$ cat src/rtl/pzc_pkg.sv
// Package for the position zone comparator: types, limits and reset values.
// Assumes a single core clock and a signed 32-bit position from the drive.
package pzc_pkg;

	localparam int unsigned PZC_ZONES     = 8;
	localparam int unsigned PZC_CODE_W    = 3;
	localparam int unsigned PZC_POS_W     = 32;

	typedef logic signed [PZC_POS_W-1:0]  pzc_pos_t;
	typedef logic        [PZC_CODE_W-1:0] pzc_code_t;

	localparam pzc_pos_t  PZC_POS_MAX     = 32'sh3FFF_FFFF;
	localparam pzc_pos_t  PZC_POS_MIN     = 32'shC000_0001;
	localparam pzc_pos_t  PZC_BOUND_RST   = 32'sh0000_0000;
	localparam pzc_code_t PZC_CODE_OFF    = 3'h0;
	localparam logic      PZC_INIT_OFF    = 1'h0;
	localparam logic      PZC_INIT_ZONE   = 1'h1;

	typedef struct packed {
		pzc_pos_t lower;
		pzc_pos_t upper;
	} pzc_bounds_t;

	typedef pzc_bounds_t [PZC_ZONES-1:0] pzc_table_t;

	typedef struct packed {
		logic        en;
		pzc_code_t   idx;
		pzc_bounds_t bounds;
	} pzc_tbl_wr_t;

	typedef struct packed {
		pzc_table_t table_w;
		logic       init_sel;
		pzc_code_t  code;
		logic       hit;
	} pzc_state_t;

	// Bounds outside the legal span are pulled to the nearest limit.
	function automatic pzc_pos_t pzc_clamp(input pzc_pos_t v);
		pzc_pos_t r;
		r = v;
		if (v > PZC_POS_MAX) begin
			r = PZC_POS_MAX;
		end else if (v < PZC_POS_MIN) begin
			r = PZC_POS_MIN;
		end
		return r;
	endfunction : pzc_clamp

	function automatic logic pzc_disabled(input pzc_bounds_t b);
		return (b.lower == PZC_BOUND_RST) && (b.upper == PZC_BOUND_RST);
	endfunction : pzc_disabled

	// Normal span when lower <= upper, wrapped span when upper < lower.
	function automatic logic pzc_in_zone(input pzc_pos_t p, input pzc_bounds_t b);
		logic r;
		r = 1'b0;
		if (pzc_disabled(b)) begin
			r = 1'b0; // see (RULE_07)
		end else if (b.lower <= b.upper) begin
			r = (p >= b.lower) && (p <= b.upper); // see (RULE_04)
		end else begin
			r = (p <= b.upper) || (p >= b.lower); // see (RULE_05)
		end
		return r;
	endfunction : pzc_in_zone

endpackage : pzc_pkg

$ cat src/rtl/pzc_match.sv
// Combinational zone search over the whole table.
// Assumes the caller registers the result; no state is kept here.
`timescale 1ns/1ps
module pzc_match (
	input  pzc_pkg::pzc_pos_t   position,
	input  pzc_pkg::pzc_table_t table_w,
	output pzc_pkg::pzc_code_t  code,
	output logic                hit
);
	import pzc_pkg::*;

	// Scanning from the top down lets the lowest matching number win.
	always_comb begin
		code = PZC_CODE_OFF;
		hit  = 1'b0;
		for (int i = PZC_ZONES - 1; i >= 0; i--) begin
			if (pzc_in_zone(position, table_w[i])) begin // see (RULE_06)
				code = pzc_code_t'(i);
				hit  = 1'b1;
			end
		end
	end

endmodule : pzc_match

$ cat src/rtl/pzc_top.sv
// Position zone comparator: zone table, flash copy and registered zone code outputs.
// Assumes position, table writes and save requests are synchronous to CORE_CLK.
//
// Behaviour
// (RULE_01) The table holds eight entries, numbered zero to seven, each with a lower and upper bound.
// (RULE_02) Bounds are signed, limited to plus or minus 1073741823, reset to 0, and act at once.
// (RULE_03) A position inside a zone drives that zone number in binary, bit 0 lowest, 1 active.
// (RULE_04) With lower not above upper, the zone covers lower to upper with both ends included.
// (RULE_05) With upper below lower, the zone covers up to upper and from lower upward.
// (RULE_06) When several entries match, the lowest zone number is output.
// (RULE_07) An entry with both bounds zero is disabled and never matches.
// (RULE_08) With no matching entry all three output lines are inactive.
// (RULE_09) Code bits zero, one and two drive programmable output lines zero, one and two.
// (RULE_10) Table edits are volatile and are lost at reset unless saved to the flash copy first.
// (RULE_11) A select sampled at reset keeps the outputs off when zero or shows the code when one; ZONE_HIT still shows a match when zero.
// (RULE_12) All entries are compared every cycle and the code is registered before the pins.
`timescale 1ns/1ps
module pzc_top (
	input  wire logic                CORE_CLK,
	input  wire logic                RST_N,
	input  wire logic                CLK_EN,
	input  wire pzc_pkg::pzc_pos_t   CUR_POSITION,
	input  wire pzc_pkg::pzc_tbl_wr_t TBL_WR,
	input  wire logic                SAVE_REQ,
	input  wire logic                FLASH_INIT,
	input  wire logic                ZONE_INIT_SELECT,
	output logic [2:0]               PROG_OUTPUT_LINE,
	output logic                     ZONE_HIT
);
	import pzc_pkg::*;

	pzc_state_t  state_q;
	pzc_state_t  state_d;
	pzc_code_t   match_code;
	logic        match_hit;
	pzc_table_t  flash_view;
	pzc_bounds_t wr_bounds;
	logic        after_rst_q;
	logic        lower_hit;
	pzc_bounds_t chosen;

	// Flash copy survives RST_N, so it carries no reset; it starts erased.
	pzc_bounds_t flash_mem [PZC_ZONES] = '{default: '0};

	pzc_match u_match (
		.position (CUR_POSITION),
		.table_w  (state_q.table_w),
		.code     (match_code),
		.hit      (match_hit)
	);

	always_comb begin
		for (int i = 0; i < PZC_ZONES; i++) begin
			flash_view[i] = flash_mem[i];
		end
	end

	always_comb begin
		wr_bounds.lower = pzc_clamp(TBL_WR.bounds.lower); // see (RULE_02)
		wr_bounds.upper = pzc_clamp(TBL_WR.bounds.upper); // see (RULE_02)
	end

	always_comb begin
		state_d = state_q;
		if (!RST_N) begin
			state_d.table_w  = flash_view; // see (RULE_10)
			state_d.init_sel = ZONE_INIT_SELECT; // see (RULE_11)
			state_d.code     = PZC_CODE_OFF;
			state_d.hit      = 1'b0;
		end else if (CLK_EN) begin
			if (TBL_WR.en) begin
				state_d.table_w[TBL_WR.idx] = wr_bounds; // see (RULE_01)
			end
			state_d.hit = match_hit; // see (RULE_12)
			if (state_q.init_sel == PZC_INIT_ZONE && match_hit) begin
				state_d.code = match_code; // see (RULE_03)
			end else begin
				state_d.code = PZC_CODE_OFF; // see (RULE_08) (RULE_11)
			end
		end
	end

	always_ff @(posedge CORE_CLK) begin
		state_q <= state_d;
	end

	// Initialise wins over save; both wait for reset release so a restore is clean.
	always_ff @(posedge CORE_CLK) begin
		if (RST_N && CLK_EN) begin
			for (int i = 0; i < PZC_ZONES; i++) begin
				if (FLASH_INIT) begin
					flash_mem[i] <= '0;
				end else if (SAVE_REQ) begin
					flash_mem[i] <= state_q.table_w[i]; // see (RULE_10)
				end
			end
		end
	end

	always_comb begin
		PROG_OUTPUT_LINE[0] = state_q.code[0]; // see (RULE_09)
		PROG_OUTPUT_LINE[1] = state_q.code[1]; // see (RULE_09)
		PROG_OUTPUT_LINE[2] = state_q.code[2]; // see (RULE_09)
		ZONE_HIT            = state_q.hit;
	end

	// Helper logic read only by the checks below.
	always_ff @(posedge CORE_CLK) begin
		after_rst_q <= !RST_N;
	end

	always_comb begin
		chosen    = state_q.table_w[match_code];
		lower_hit = 1'b0;
		for (int i = 0; i < PZC_ZONES; i++) begin
			if (pzc_code_t'(i) < match_code && pzc_in_zone(CUR_POSITION, state_q.table_w[i])) begin
				lower_hit = 1'b1;
			end
		end
	end
endmodule : pzc_top

$ cat config.mk
export PLATFORM = sky130hd
export DESIGN_NAME = pzc_top
export DESIGN_NICKNAME = d
export VERILOG_FILES = /design/src/rtl/pzc_pkg.sv /design/src/rtl/pzc_match.sv /design/src/rtl/pzc_top.sv
export SDC_FILE = /design/constraint.sdc
export NUM_CORES = 2
export LEC_CHECK = 0
export ABC_AREA = 1
export BUFFER_PORTS_ARGS = -buffer_cell sky130_fd_sc_hd__buf_2
export CAP_MARGIN = 20
export CORE_UTILIZATION = 54
export CTS_BUF_LIST = sky130_fd_sc_hd__clkbuf_4 sky130_fd_sc_hd__clkbuf_8 sky130_fd_sc_hd__clkbuf_16
export CTS_CLUSTER_DIAMETER = 150
export DETAILED_ROUTE_END_ITERATION = 8
export MAX_ROUTING_LAYER = met4
export PLACE_DENSITY = 0.75
export SETUP_SLACK_MARGIN = 0.2
export SYNTH_ARGS = -nofsm -noshare
export SYNTH_HDL_FRONTEND = slang
export SYNTH_SLANG_ARGS = --single-unit
$ cat constraint.sdc
create_clock -name CORE_CLK -period 38.8 [get_ports CORE_CLK]
set_input_delay 1.94 -clock CORE_CLK [delete_from_list [all_inputs] [get_ports CORE_CLK]]
set_output_delay 1.94 -clock CORE_CLK [all_outputs]
set_load 0.01 [all_outputs]
==> flow_summary.ini <==
[cts]
cts.sinks = 1029
htreeDepth = 3
ctsLongestPathBuffers = 3
clk_latency_ns = 0.71
postCtsHoldBufs = 0
cts_buffers = 110
ctsResizeCount = 0
cts_tree = yes
post_cts_buffers = 0
cts_root_buf = clkbuf_16
clk_pin_slew_ns = 0.06

[global_routing]
grt_pass1_wl_um = 281000
grtUsageMet2 = 0.513
grt_overflow = 0
grt_max_degree = 201
met1_usage = 0.441
grt_pass1_vias = 46900
grt.busiest_layer = met2
grt.met3_usage = 0.0809
antenna_found_initial = 7
grtUsageTotal = 0.343

[routing]
ant_nets = 0
wl_per_cell_um = 23.9
wirelength_um = 190000
num_vias = 48600
drt_iter0_markers = 6396
drt-pass1-iter-count = 9
viasPerCell = 6.12
drc = 0

[yosys]
synth-seq-cells = 1029
syn_nets = 7166
syn_area_um2 = 60100
yosys_warnings = 0
synthTopCellsByArea = edfxtp_1 51%, ha_1 16%, nand2_1 7.3%
synth_edf_count = 1025
yosysMostFrequentCell = nand2_1
synth_largest_area_cell = edfxtp_1
synth_ff_type = edfxtp_1
yosysUniqueCellTypes = 40
ys_seq_area_frac = 0.513
avgSynthCellArea_um2 = 9.56
synth-async-reset-ratio = 0
synth_common_cells = 1168 x nand2_1, 1025 x edfxtp_1, 803 x inv_1, 770 x ha_1, 706 x nor2_1
synth_top_area_frac = 0.512
netlist_instances = 6290

[power_and_ir_drop]
pwr-share-comb = 0.154
leakagePower_nw = 28.4
p_per_area_nw_per_um2 = 43.4
p_sw_mw = 0.810
ir_drop_v = 0.0000451
clockPowerShare = 0.385
power_switching_share = 0.283
internal-power_mw = 2.06
pwr-share-seq = 0.461

[worst_setup_path]
cpMostUsedCell = buf_4
end_kind = register
reg2reg_slack_ns = 34.90
worstSetupStartpoint = CLK_EN
r2r-start = state_q[356]$_DFFE_PP_
critPathMaxFanout = 135
max_stage_delay_ns = 0.91
critical_path_class = in2reg
cp-start-kind = input pin
crit_slowest_cell = buf_4
path_cells = buf_2 > nand4_1 > o31ai_4 > buf_4 > buf_4 > buf_12 > buf_4
critical_path_arrival_ns = 6.11
required_ns = 39.11

[sta]
rsz0062_at_grt = no
fin_ws_ns = 33.00
period_minus_slack_ns = 5.80
drv_slew = 0
timing.setup.tns_ns = 0
fin_skew_ns = 0.0212
hold_viol_final = 0
setup_viol = 0
max-slew-margin-rel = 0.239
period_share = 0.150
timing.fmax_mhz = 172
tightestPinTransition_ns = 1.14

[final_layout]
drive_gt1_frac = 0.0601
layout.nets = 7239
areaGrowthSynthToFinish_pct = 9.80
fin_cells = 7947
fillerInstances = 9179
fin_area_um2 = 66000

[hold_path]
hold_start = PROG_OUTPUT_LINE[0]$_SDFFE_PN0P_
hp-class = reg2reg

[floorplanning]
ios = 110
fp.dieH_um = 336
rows = 122
start_util = 0.544
dieArea_um2 = 113000
core_um2 = 111000
die_w_um = 336

[placed_design]
dp_hpwl_um = 134000
finalWeightedCongestion = 1.01
dp_cells = 7737
pre_cts_slack_ns = 31.65
placed_area_um2 = 62300
portBuffers = 109

[run]
drv_cap = 0

[status]
outcome = finished clean
## metal layers
layer / share of wire / vias up
li1: - / 22000
met1: 0.38 / 23300
met2: 0.44 / 2863
met5: 0 / -
met4: 0.053 / 0
met3: 0.12 / 510
## worst max-delay path: cells and delay by family
family	cells	cell delay (ns)
AOI/OAI and AO/OA	1	0.21
and+or+nand+nor	1	0.37
buffers and inverters	5	3.17
## placed cells by master, fill, tap and decap left out, drive strengths merged
cell	instances
a211oi	8
nand3	115
a21o	9
inv	810
nand3b	19
dfxtp	4
o211ai	12
clkbuf	129
a31o	1
nor4	117
nor3	39
nand2	1175
nor3b	3
o31ai	2
and3	2
a21boi	2
o21ai	626
ha	770
a31oi	2
edfxtp	1025
o21a	29
bufinv	15
nor4b	4
clkinvlp	7
clkinv	50
o21bai	9
buf	151
or2	4
nand4	159
diode	3
a21oi	447
nor2	711
## registers in the layout, indices dropped and copies added (netlist names)
signal and cells:
PROG_OUTPUT_LINE 3, flash_mem 512, state_q 513, ZONE_HIT 1
## kinds of logic (layout without fill, tap and decap cells)
logic type,Yosys count,count (layout),synth area share
AOI/OAI and AO/OA,1147,1147,0.0987
DFF,1029,1029,0.513
buffers and inverters,996,1162,0.0624
other,0,3,0
adders and majority gates,770,770,0.160
and+or+nand+nor,2348,2348,0.166
## cell type report
class                   count  area [um2]  area share
flip-flops and latches   1029       30900       0.467
multi-input cells        4265       25600       0.388
inverters                 805        3030      0.0459
clock buffers             128        2920      0.0443
well taps                1488        1860      0.0282
repair buffers            152         928      0.0141
clock inverters            77         791      0.0120
diodes                      3        7.51    0.000114
## through the flow
step	util	total power, mW	hold slack [ns]
2_1_floorplan	-	1.62	0.446
3_3_place_gp	0.564	1.75	0.491
3_5_place_dp	0.564	1.77	0.498
4_1_cts	0.597	2.85	0.510
5_1_grt	0.597	2.96	0.529
6_report	0.597	2.87	0.505
## power groups by stage
stage                     logic, mW  clock network (mW)  registers, mW
after floorplan               0.267                   0           1.35
after global placement        0.407                   0           1.34
after detailed placement      0.427                   0           1.34
after CTS                     0.430                1.10           1.32
after global routing          0.488                1.15           1.32
final                         0.443                1.10           1.32
## path summary, 6_finish.rpt
kind / cells after the start / end
setup / recovery: 7 / flash_mem[1][196]$_SDFFCE_PN0P_
hold / removal: 2 / PROG_OUTPUT_LINE[0]$_SDFFE_PN0P_
setup reg to reg: 19 / PROG_OUTPUT_LINE[1]$_SDFFE_PN0P_
hold reg to reg: 2 / PROG_OUTPUT_LINE[0]$_SDFFE_PN0P_
(Power assumes the default switching activity.)
